$ cat config.mk
export PLATFORM = sky130hd
export DESIGN_NAME = mdsf_top
export DESIGN_NICKNAME = d
export VERILOG_FILES = /design/src/hdl/mdsf_pkg.sv /design/src/hdl/mdsf_sticky.sv /design/src/hdl/mdsf_top.sv
export SDC_FILE = /design/constraint.sdc
export NUM_CORES = 1
export LEC_CHECK = 0
export ABC_AREA = 1
export BUFFER_PORTS_ARGS = -buffer_cell sky130_fd_sc_hd__buf_2
export CAP_MARGIN = 25
export CELL_PAD_IN_SITES_DETAIL_PLACEMENT = 1
export CELL_PAD_IN_SITES_GLOBAL_PLACEMENT = 2
export CORE_ASPECT_RATIO = 0.7
export CORE_MARGIN = 2
export CORE_UTILIZATION = 27
export DETAILED_ROUTE_END_ITERATION = 12
export PLACE_DENSITY_LB_ADDON = 0.15
export SLEW_MARGIN = 20
export SYNTH_ARGS = -nofsm -noshare
export SYNTH_HDL_FRONTEND = slang
export SYNTH_SLANG_ARGS = --single-unit
$ cat constraint.sdc
create_clock -name ref_clk -period 2.08 [get_ports ref_clk]
set_clock_uncertainty 0.05 [all_clocks]
set_input_delay 0.104 -clock ref_clk [delete_from_list [all_inputs] [get_ports ref_clk]]
set_output_delay 0.104 -clock ref_clk [all_outputs]
set_load 0.02 [all_outputs]
$ cat src/hdl/mdsf_pkg.sv
// Package: map, fields, reset values and types of the MAC event flags
package mdsf_pkg;

   // ---------------------------------------------------------------
   // Bus and address map
   // ---------------------------------------------------------------
   localparam int unsigned WB_AW = 32;
   localparam int unsigned WB_DW = 32;

   localparam logic [31:0] MAC_EVENT_FLAGS_PORT0_ADR = 32'h1006_4408;
   localparam logic [31:0] MAC_EVENT_FLAGS_PORT1_ADR = 32'h1006_5408;
   localparam logic [31:0] MAC_EVENT_FLAGS_PORT2_ADR = 32'h1006_6408;

   // Offsets from the bank base; the 64-bit flag register is two words
   localparam logic [31:0] OFS_FLAGS_LO  = 32'h0000_0000;
   localparam logic [31:0] OFS_FLAGS_HI  = 32'h0000_0004;
   localparam logic [31:0] OFS_CTRL      = 32'h0000_0020;
   localparam logic [31:0] OFS_WMARK     = 32'h0000_0024;
   localparam logic [31:0] OFS_SEED      = 32'h0000_0028;
   localparam logic [31:0] OFS_LFSR      = 32'h0000_002c;

   // ---------------------------------------------------------------
   // Field positions inside the 64-bit flag register
   // ---------------------------------------------------------------
   localparam int unsigned POS_PKT_DONE  = 26;
   localparam int unsigned POS_HIGH_MARK = 27;
   localparam int unsigned POS_LOW_MARK  = 28;
   localparam int unsigned POS_DSCR_IRQ  = 29;
   localparam int unsigned POS_RD_ERR    = 30;
   localparam int unsigned POS_BAD_DSCR  = 31;
   localparam int unsigned POS_RX_UNDR   = 40;
   localparam int unsigned POS_RX_OVR    = 41;
   localparam int unsigned POS_TX_UNDR   = 42;
   localparam int unsigned POS_TX_OVR    = 43;
   localparam int unsigned POS_LTCOL     = 44;
   localparam int unsigned POS_EXCOL     = 45;
   localparam int unsigned POS_CNTR_OVR  = 46;
   localparam int unsigned POS_CNTR_IDX  = 47;
   localparam int unsigned CNTR_IDX_W    = 5;

   // Index of each latched flag inside the sticky vector
   localparam int unsigned FLG_PKT_DONE  = 0;
   localparam int unsigned FLG_DSCR_IRQ  = 1;
   localparam int unsigned FLG_RD_ERR    = 2;
   localparam int unsigned FLG_BAD_DSCR  = 3;
   localparam int unsigned FLG_RX_UNDR   = 4;
   localparam int unsigned FLG_RX_OVR    = 5;
   localparam int unsigned FLG_TX_UNDR   = 6;
   localparam int unsigned FLG_TX_OVR    = 7;
   localparam int unsigned FLG_LTCOL     = 8;
   localparam int unsigned FLG_EXCOL     = 9;
   localparam int unsigned FLG_CNTR_OVR  = 10;
   localparam int unsigned NFLAGS        = 11;

   // Control register fields
   localparam int unsigned CTRL_PKT_FIFO = 0;
   localparam int unsigned CTRL_CH_EN    = 1;
   localparam int unsigned WMARK_LOW_LSB = 0;
   localparam int unsigned WMARK_HIGH_LSB = 8;
   localparam int unsigned DSCR_CNT_W    = 8;
   localparam int unsigned LFSR_W        = 16;

   // ---------------------------------------------------------------
   // Reset values and timing figures
   // ---------------------------------------------------------------
   localparam logic [NFLAGS-1:0]     FLAGS_RST = 11'h000;
   localparam logic [CNTR_IDX_W-1:0] IDX_RST   = 5'h00;
   localparam logic [1:0]            CTRL_RST  = 2'h0;
   localparam logic [15:0]           WMARK_RST = 16'h0000;
   localparam logic [LFSR_W-1:0]     SEED_RST  = 16'hace1;
   localparam logic [31:0]           WORD_ZERO = 32'h0000_0000;
   localparam logic [10:0]           MIN_FRAME_BYTES = 11'h040;
   localparam logic [4:0]            EXCOL_LIMIT     = 5'h10;
   localparam logic [4:0]            COL_CNT_RST     = 5'h00;

   // ---------------------------------------------------------------
   // Types
   // ---------------------------------------------------------------
   typedef enum logic [1:0] {CH_OFF, CH_RUN, CH_HALT} mdsf_ch_state_t;

   // Same-clock event and level inputs
   typedef struct packed {
      logic        tx_pkt_done;
      logic        tx_dscr_irq;
      logic        tx_rd_error;
      logic        tx_len_zero;
      logic        tx_first_no_sop;
      logic        tx_dscr_exhausted;
      logic        rx_fifo_rd;
      logic        rx_fifo_empty;
      logic        rx_fifo_wr;
      logic        rx_fifo_full;
      logic        tx_fifo_need;
      logic        tx_fifo_empty;
      logic        tx_fifo_wr;
      logic        tx_fifo_full;
      logic        tx_pkt_start;
      logic        tx_collision;
      logic [10:0] tx_byte_count;
      logic        rmon_ovfl;
      logic [4:0]  rmon_idx;
      logic        backoff_step;
   } mdsf_mac_ev_t;

endpackage

$ cat src/hdl/mdsf_sticky.sv
// Sticky field cell: loaded on set, cleared on clear, set has priority
`timescale 1ns/1ps
module mdsf_sticky #(
   parameter int unsigned W = 1
) (
   input  wire logic         ref_clk,
   input  wire logic         rst_n,
   input  wire logic         set,
   input  wire logic [W-1:0] d,
   input  wire logic         clr,
   output logic      [W-1:0] q
);

   always_ff @(posedge ref_clk) begin
      if (!rst_n) begin
         q <= '0;
      end else if (set) begin
         q <= d;
      end else if (clr) begin
         q <= '0;
      end
   end

endmodule

$ cat src/hdl/mdsf_top.sv
// MAC event flag bank, bits 26 to 51, with its Wishbone slave and channel control
//
// Operation
// - Low flag word read returns contents, then clears latched flags.
// - Packet done latched on every second-channel completion.
// - High-mark bit live: count below high watermark.
// - Low-mark bit live: count below low watermark.
// - Descriptor interrupt-request processing sets descriptor flag.
// - Erroneous read data sets error, halts channel.
// - Zero length or missing start marker halts.
// - Descriptors exhausted mid-packet also bad, halts.
// - Receive FIFO read while empty sets underflow.
// - Receive write into full FIFO sets overflow.
// - Transmit needs data, FIFO empty: underflow.
// - Write into full transmit FIFO sets overflow.
// - Collision past minimum frame sets late flag.
// - Packet FIFO mode never sets collision flags.
// - Sixteenth collision of one packet sets excessive.
// - Software-loadable seed for backoff shift register.
// - Counter overflow sets flag, stores counter index.
// - Index field holds most recent overflowed counter.
// - Packet FIFO mode keeps counter overflow inactive.
// - Same layout in Ethernet and packet FIFO modes.
`timescale 1ns/1ps
module mdsf_top
   import mdsf_pkg::*;
#(
   parameter logic [31:0] BASE_ADR = MAC_EVENT_FLAGS_PORT0_ADR
) (
   input  wire logic                  ref_clk,
   input  wire logic                  rst_n,
   input  wire logic                  wb_cyc_i,
   input  wire logic                  wb_stb_i,
   input  wire logic                  wb_we_i,
   input  wire logic [WB_AW-1:0]      wb_adr_i,
   input  wire logic [3:0]            wb_sel_i,
   input  wire logic [WB_DW-1:0]      wb_dat_i,
   output logic      [WB_DW-1:0]      wb_dat_o,
   output logic                       wb_ack_o,
   input  wire mdsf_mac_ev_t          ev_i,
   input  wire logic [DSCR_CNT_W-1:0] tx_dscr_count_i,
   output logic                       tx_ch_enable_o,
   output logic                       tx_ch_halted_o,
   output logic                       pkt_fifo_mode_o,
   output logic      [LFSR_W-1:0]     backoff_lfsr_o
);

   // ---------------------------------------------------------------
   // Declarations
   // ---------------------------------------------------------------
   logic [NFLAGS-1:0]     flag_set;
   logic [NFLAGS-1:0]     flag_q;
   logic [CNTR_IDX_W-1:0] cntr_idx_q;
   logic                  flags_clr;
   logic [31:0]           flags_hi_snap_r;
   logic [31:0]           flags_lo_now;
   logic [31:0]           flags_hi_now;

   logic [1:0]            ctrl_r;
   logic [15:0]           wmark_r;
   logic [LFSR_W-1:0]     seed_r;
   logic [LFSR_W-1:0]     lfsr_r;
   logic [LFSR_W-1:0]     lfsr_nxt;
   logic                  seed_load_r;

   mdsf_ch_state_t        ch_state_r;
   mdsf_ch_state_t        ch_state_nxt;
   logic                  ch_fault;

   logic [4:0]            col_cnt_r;
   logic [4:0]            col_cnt_inc;
   logic                  pkt_fifo_mode;
   logic                  col_event;

   logic                  bus_req;
   logic                  bus_rd;
   logic                  bus_wr;
   logic                  hit_lo;
   logic                  hit_hi;
   logic                  hit_ctrl;
   logic                  hit_wmark;
   logic                  hit_seed;
   logic                  hit_lfsr;
   logic [31:0]           wr_mask;
   logic [31:0]           rd_data;
   logic                  wb_ack_r;
   logic [31:0]           wb_dat_r;

   assign pkt_fifo_mode = ctrl_r[CTRL_PKT_FIFO];

   // ---------------------------------------------------------------
   // Wishbone decode
   // ---------------------------------------------------------------
   // Registered ack: answered one edge after the request
   assign bus_req   = wb_cyc_i && wb_stb_i && !wb_ack_r;
   assign bus_rd    = bus_req && !wb_we_i;
   assign bus_wr    = bus_req && wb_we_i;
   assign hit_lo    = (wb_adr_i == BASE_ADR + OFS_FLAGS_LO);
   assign hit_hi    = (wb_adr_i == BASE_ADR + OFS_FLAGS_HI);
   assign hit_ctrl  = (wb_adr_i == BASE_ADR + OFS_CTRL);
   assign hit_wmark = (wb_adr_i == BASE_ADR + OFS_WMARK);
   assign hit_seed  = (wb_adr_i == BASE_ADR + OFS_SEED);
   assign hit_lfsr  = (wb_adr_i == BASE_ADR + OFS_LFSR);

   assign wr_mask = {{8{wb_sel_i[3]}}, {8{wb_sel_i[2]}},
                     {8{wb_sel_i[1]}}, {8{wb_sel_i[0]}}};

   // Low word read clears both halves and freezes the upper
   // one, so the high word read sees the same moment
   assign flags_clr = bus_rd && hit_lo;

   // ---------------------------------------------------------------
   // Set conditions of the latched flags
   // ---------------------------------------------------------------
   assign col_cnt_inc = col_cnt_r + 5'h01;
   assign col_event   = ev_i.tx_collision && !pkt_fifo_mode;

   always_comb begin
      flag_set               = '0;
      flag_set[FLG_PKT_DONE] = ev_i.tx_pkt_done;
      flag_set[FLG_DSCR_IRQ] = ev_i.tx_dscr_irq;
      flag_set[FLG_RD_ERR]   = ev_i.tx_rd_error;
      flag_set[FLG_BAD_DSCR] = ev_i.tx_len_zero || ev_i.tx_first_no_sop;
      if (ev_i.tx_dscr_exhausted) begin
         flag_set[FLG_BAD_DSCR] = 1'b1;
      end
      flag_set[FLG_RX_UNDR]  = ev_i.rx_fifo_rd && ev_i.rx_fifo_empty;
      flag_set[FLG_RX_OVR]   = ev_i.rx_fifo_wr && ev_i.rx_fifo_full;
      flag_set[FLG_TX_UNDR]  = ev_i.tx_fifo_need && ev_i.tx_fifo_empty;
      flag_set[FLG_TX_OVR]   = ev_i.tx_fifo_wr && ev_i.tx_fifo_full;
      flag_set[FLG_LTCOL]    = col_event
                               && (ev_i.tx_byte_count >= MIN_FRAME_BYTES);
      flag_set[FLG_EXCOL]    = col_event && !ev_i.tx_pkt_start
                               && (col_cnt_inc == EXCOL_LIMIT);
      flag_set[FLG_CNTR_OVR] = ev_i.rmon_ovfl && !pkt_fifo_mode;
   end

   // ---------------------------------------------------------------
   // Latched flag storage
   // ---------------------------------------------------------------
   genvar gi;
   generate
      for (gi = 0; gi < NFLAGS; gi++) begin : g_flag
         mdsf_sticky #(
            .W (1)
         ) u_flag (
            .ref_clk (ref_clk),
            .rst_n   (rst_n),
            .set     (flag_set[gi]),
            .d       (1'b1),
            .clr     (flags_clr),
            .q       (flag_q[gi])
         );
      end
   endgenerate

   // Each overflow overwrites the index: latest wins
   mdsf_sticky #(
      .W (CNTR_IDX_W)
   ) u_cntr_idx (
      .ref_clk (ref_clk),
      .rst_n   (rst_n),
      .set     (flag_set[FLG_CNTR_OVR]),
      .d       (ev_i.rmon_idx),
      .clr     (flags_clr),
      .q       (cntr_idx_q)
   );

   // ---------------------------------------------------------------
   // Collision attempt counter
   // ---------------------------------------------------------------
   // Saturates at the limit so a stuck medium cannot wrap and re-arm
   always_ff @(posedge ref_clk) begin
      if (!rst_n) begin
         col_cnt_r <= COL_CNT_RST;
      end else if (ev_i.tx_pkt_start || pkt_fifo_mode) begin
         col_cnt_r <= COL_CNT_RST;
      end else if (col_event && (col_cnt_r != EXCOL_LIMIT)) begin
         col_cnt_r <= col_cnt_inc;
      end
   end

   // ---------------------------------------------------------------
   // Second transmit channel run / halt control
   // ---------------------------------------------------------------
   assign ch_fault = flag_set[FLG_RD_ERR] || flag_set[FLG_BAD_DSCR];

   always_comb begin
      ch_state_nxt = ch_state_r;
      case (ch_state_r)
         CH_OFF: begin
            if (ctrl_r[CTRL_CH_EN]) begin
               ch_state_nxt = CH_RUN;
            end
         end
         CH_RUN: begin
            if (!ctrl_r[CTRL_CH_EN]) begin
               ch_state_nxt = CH_OFF;
            end else if (ch_fault) begin
               ch_state_nxt = CH_HALT;
            end
         end
         CH_HALT: begin
            // Only a disable releases the halt; re-enable then restarts
            if (!ctrl_r[CTRL_CH_EN]) begin
               ch_state_nxt = CH_OFF;
            end
         end
         default: begin
            ch_state_nxt = CH_OFF;
         end
      endcase
   end

   always_ff @(posedge ref_clk) begin
      if (!rst_n) begin
         ch_state_r     <= CH_OFF;
         tx_ch_enable_o <= 1'b0;
         tx_ch_halted_o <= 1'b0;
      end else begin
         ch_state_r     <= ch_state_nxt;
         tx_ch_enable_o <= (ch_state_nxt == CH_RUN);
         tx_ch_halted_o <= (ch_state_nxt == CH_HALT);
      end
   end

   // ---------------------------------------------------------------
   // Software control registers
   // ---------------------------------------------------------------
   always_ff @(posedge ref_clk) begin
      if (!rst_n) begin
         ctrl_r <= CTRL_RST;
      end else if (bus_wr && hit_ctrl && wb_sel_i[0]) begin
         ctrl_r <= wb_dat_i[1:0];
      end
   end

   always_ff @(posedge ref_clk) begin
      if (!rst_n) begin
         wmark_r <= WMARK_RST;
      end else if (bus_wr && hit_wmark) begin
         wmark_r <= (wmark_r & ~wr_mask[15:0]) | (wb_dat_i[15:0] & wr_mask[15:0]);
      end
   end

   always_ff @(posedge ref_clk) begin
      if (!rst_n) begin
         seed_r      <= SEED_RST;
         seed_load_r <= 1'b0;
      end else begin
         seed_load_r <= bus_wr && hit_seed && (wb_sel_i[1:0] != 2'h0);
         if (bus_wr && hit_seed) begin
            seed_r <= (seed_r & ~wr_mask[15:0]) | (wb_dat_i[15:0] & wr_mask[15:0]);
         end
      end
   end

   always_ff @(posedge ref_clk) begin
      if (!rst_n) begin
         pkt_fifo_mode_o <= 1'b0;
      end else begin
         pkt_fifo_mode_o <= pkt_fifo_mode;
      end
   end

   // ---------------------------------------------------------------
   // Random backoff shift register
   // ---------------------------------------------------------------
   // All-zero seed would lock the register; reset seed instead
   always_comb begin
      lfsr_nxt = lfsr_r;
      if (seed_load_r) begin
         lfsr_nxt = (seed_r == '0) ? SEED_RST : seed_r;
      end else if (ev_i.backoff_step) begin
         lfsr_nxt = {lfsr_r[LFSR_W-2:0],
                     lfsr_r[15] ^ lfsr_r[13] ^ lfsr_r[12] ^ lfsr_r[10]};
      end
   end

   always_ff @(posedge ref_clk) begin
      if (!rst_n) begin
         lfsr_r         <= SEED_RST;
         backoff_lfsr_o <= SEED_RST;
      end else begin
         lfsr_r         <= lfsr_nxt;
         backoff_lfsr_o <= lfsr_nxt;
      end
   end

   // ---------------------------------------------------------------
   // Flag register images and high word snapshot
   // ---------------------------------------------------------------
   // Same layout whatever the mode; mode only gates the set conditions
   always_comb begin
      flags_lo_now                = WORD_ZERO;
      flags_lo_now[POS_PKT_DONE]  = flag_q[FLG_PKT_DONE];
      flags_lo_now[POS_HIGH_MARK] = (tx_dscr_count_i
                                     < wmark_r[WMARK_HIGH_LSB +: DSCR_CNT_W]);
      flags_lo_now[POS_LOW_MARK]  = (tx_dscr_count_i
                                     < wmark_r[WMARK_LOW_LSB +: DSCR_CNT_W]);
      flags_lo_now[POS_DSCR_IRQ]  = flag_q[FLG_DSCR_IRQ];
      flags_lo_now[POS_RD_ERR]    = flag_q[FLG_RD_ERR];
      flags_lo_now[POS_BAD_DSCR]  = flag_q[FLG_BAD_DSCR];
   end

   always_comb begin
      flags_hi_now                   = WORD_ZERO;
      flags_hi_now[POS_RX_UNDR - 32] = flag_q[FLG_RX_UNDR];
      flags_hi_now[POS_RX_OVR - 32]  = flag_q[FLG_RX_OVR];
      flags_hi_now[POS_TX_UNDR - 32] = flag_q[FLG_TX_UNDR];
      flags_hi_now[POS_TX_OVR - 32]  = flag_q[FLG_TX_OVR];
      flags_hi_now[POS_LTCOL - 32]   = flag_q[FLG_LTCOL];
      flags_hi_now[POS_EXCOL - 32]   = flag_q[FLG_EXCOL];
      flags_hi_now[POS_CNTR_OVR - 32] = flag_q[FLG_CNTR_OVR];
      flags_hi_now[POS_CNTR_IDX - 32 +: CNTR_IDX_W] = cntr_idx_q;
   end

   always_ff @(posedge ref_clk) begin
      if (!rst_n) begin
         flags_hi_snap_r <= WORD_ZERO;
      end else if (flags_clr) begin
         flags_hi_snap_r <= flags_hi_now;
      end
   end

   // ---------------------------------------------------------------
   // Read mux and bus answer
   // ---------------------------------------------------------------
   always_comb begin
      rd_data = WORD_ZERO;
      if (hit_lo) begin
         rd_data = flags_lo_now;
      end else if (hit_hi) begin
         rd_data = flags_hi_snap_r;
      end else if (hit_ctrl) begin
         rd_data[1:0] = ctrl_r;
      end else if (hit_wmark) begin
         rd_data[15:0] = wmark_r;
      end else if (hit_seed) begin
         rd_data[15:0] = seed_r;
      end else if (hit_lfsr) begin
         rd_data[15:0] = lfsr_r;
      end
   end

   // Unmapped addresses ack with zero data; the bus never hangs
   always_ff @(posedge ref_clk) begin
      if (!rst_n) begin
         wb_ack_r <= 1'b0;
         wb_dat_r <= WORD_ZERO;
      end else begin
         wb_ack_r <= bus_req;
         if (bus_rd) begin
            wb_dat_r <= rd_data;
         end else begin
            wb_dat_r <= WORD_ZERO;
         end
      end
   end

   assign wb_ack_o = wb_ack_r;
   assign wb_dat_o = wb_dat_r;

endmodule

==> flow_metrics.tcl <==
set metrics [dict create \
    cts-buffers-inserted 17 \
    grt_pass1_wl_microns 32750 \
    area_growth_pct 37.23 \
    antenna_found_initial 0 \
    path_clk_slew_ns 0.06 \
    ios 167 \
    clk_latency_ns 0.42 \
    core_area_sq_um 19910 \
    drc 0 \
    nFillCells 2532 \
    p_leak_nw 3.631 \
    crit_chain "dlygate4sd3_1, buf_2, nand2_1, nor2_1, inv_1, nor2_2, nand2_1, buf_4, a22oi_1, dlygate4sd3_1, nor2_1" \
    cts_root_buf "clkbuf_16" \
    ant_nets 0 \
    cp-end-kind "flop" \
    fin_crit_ns 1.913 \
    arrival_ns 2.17 \
    critPathLaunchType "input pin" \
    worstPathRequired_ns 2.34 \
    postCtsSetupRepairBufs 0 \
    htreeDepth 4 \
    total_power_mw 5.917 \
    ys_types 36 \
    die_w_microns 174.6 \
    hpwl_microns 15750 \
    vias 5823 \
    ys_top_cells_by_area "dfxtp_1 (42%), nor2_1 (11%), nand2_1 (8.5%)" \
    synth_edf_count 0 \
    yosysWarnings 0 \
    path_max_fanout 14 \
    start_util 0.2762 \
    grt_usage 0.1983 \
    io_buffers 136 \
    hold_viol_final 0 \
    grt_max_degree 53 \
    r2r_slack_ns 0.20 \
    vias_per_cell 4.644 \
    powerDensity_nw_per_um2 784.2 \
    holdCritPathClass "in2reg" \
    dieArea_sq_um 21540 \
    first_global_vias 6035 \
    slowest_delay_ns 0.58 \
    die_h_microns 123.4 \
    cts_tree "done" \
    relSlewSlack 0.6235 \
    routedWlPerCell_microns 16.33 \
    synth_area_per_cell_sq_um 7.030 \
    synth_most_common_cell "nor2_1" \
    fin_crit_sh 0.9199 \
    diodes 0 \
    synth-main-ff-cell "dfxtp_1" \
    crit_buf_inv 5 \
    drive_above_1_share 0.2134 \
    synth_top_cell_area_share 0.4224 \
    ir_drop_uv 435.5 \
    setup_viol 0 \
    worst_pin_slew_ns 0.5648 \
    cap_viol_max_count 0 \
    crit_type "in2reg" \
    overflow 0 \
    max_freq_mhz 522.6 \
    tns_ns 0 \
    async_flop_share 0 \
    fin_nets 1103 \
    clock_sinks 116 \
    first_pass_iters 4 \
    yosysTopAreaCell "dfxtp_1" \
    netlist_top_cells_count "nor2_1 (160), nand2_1 (125), dfxtp_1 (116)" \
    rsz0062_at_grt "no" \
    outcome "finished clean" \
    syn_area_sq_um 5498 \
    routed_wl_microns 20480 \
    ys_ff_latch 116 \
    clock_path_buffers 2 \
    drt_iter0_drc 293 \
    slew_violations 0 \
    routabilityCongestion 0.8260 \
    worst_path_dominant_cell_family "buffers and inverters" \
    slowest_stage "dlygate4sd3_1" \
    yosysSeqAreaShare 0.4224 \
    row_count 43 \
    synth_cells 782 \
]
[logic make-up after synthesis]
group,share of synthesized area
AND/OR/NAND/NOR,0.3113
buffers and inverters,0.09399
AO/OA/AOI/OAI,0.1234
flip-flops,0.4224
adder cells (fa/ha/maj),0.03869
XOR/XNOR,0.009558
other,0.0006821
[cell type report]
class | instances | area (sq um) | share of cell area
clock buffer | 17 | 425.4 | 0.05638
clock inverter | 15 | 193.9 | 0.02570
inverter | 91 | 341.6 | 0.04527
multi-input combinational | 547 | 2680 | 0.3552
sequential | 116 | 2322 | 0.3078
tap | 270 | 337.8 | 0.04478
timing repair buffer | 198 | 1244 | 0.1648
[power by group]
part / switching (mW) / total (mW) / leakage (nW) / internal, mW
Sequential: 0.0425 / 2.31 / 0.943 / 2.27
Clock: 1.21 / 3.12 / 0.294 / 1.92
Combinational: 0.267 / 0.482 / 2.39 / 0.216
Total: 1.52 / 5.92 / 3.63 / 4.40
[stage by stage]
step | area (sq um) | util | setup slack, ns | std cells | hold slack (ns)
3_3_place_gp | 6533 | 0.3282 | 0.3013 | 1183 | 0.2585
5_1_grt | 7545 | 0.3790 | 0.01362 | 1254 | 0.08583
6_report | 7545 | 0.3790 | 0.1666 | 1254 | 0.02417
3_5_place_dp | 6533 | 0.3282 | 0.2547 | 1183 | 0.2685
2_1_floorplan | 5517 | - | 0.5355 | 787 | 0.1714
4_1_cts | 7542 | 0.3789 | 0.1752 | 1254 | 0.01306
[cell usage in the layout, fill, tap and decap left out, types with 5 or more instances in the layout]
cell / n
nor2_1: 159
buf_2: 136
nand2_1: 125
dfxtp_1: 116
nand3_1: 89
inv_1: 88
o21ai_0: 51
a21oi_1: 39
dlygate4sd3_1: 39
buf_4: 23
ha_1: 17
clkbuf_16: 17
a211oi_1: 9
conb_1: 6
inv_6: 6
nor2_2: 5
a22oi_1: 5
o211ai_1: 5
[worst min-delay path, delay by kind of cell]
| family | cells | cell delay [ns] |
|---|---|---|
| compound gates | 1 | 0.05 |
| buf+inv | 2 | 0.13 |
| simple gates | 2 | 0.17 |
[repair_timing]
action,4_1_cts,5_1_grt
gates resized for setup,0,1
hold buffers,39,0
setup endpoints to repair,0,3
endpoints found under the hold margin,53,0
[path summary, 6_finish.rpt]
check                                   startpoint                  to  cells after the start
worst min-delay path                      ev_i[18]        col_cnt_r[4]                      5
worst max-delay path                      wb_stb_i  g_flag[6].u_flag.q                     11
worst min register to register  g_flag[2].u_flag.q        wb_dat_o[30]                      2
worst max register to register            wb_ack_o  g_flag[6].u_flag.q                      8
[metal layers]
layer / routed length, microns / up-vias / global-route usage
met5: 0 / - / 0
met4: 222 / 0 / 0.05000
met3: 830 / 16 / 0.04090
met2: 8929 / 94 / 0.3115
met1: 10500 / 2803 / 0.2784
li1: - / 2910 / -
Power figures use the tool's default switching activity.
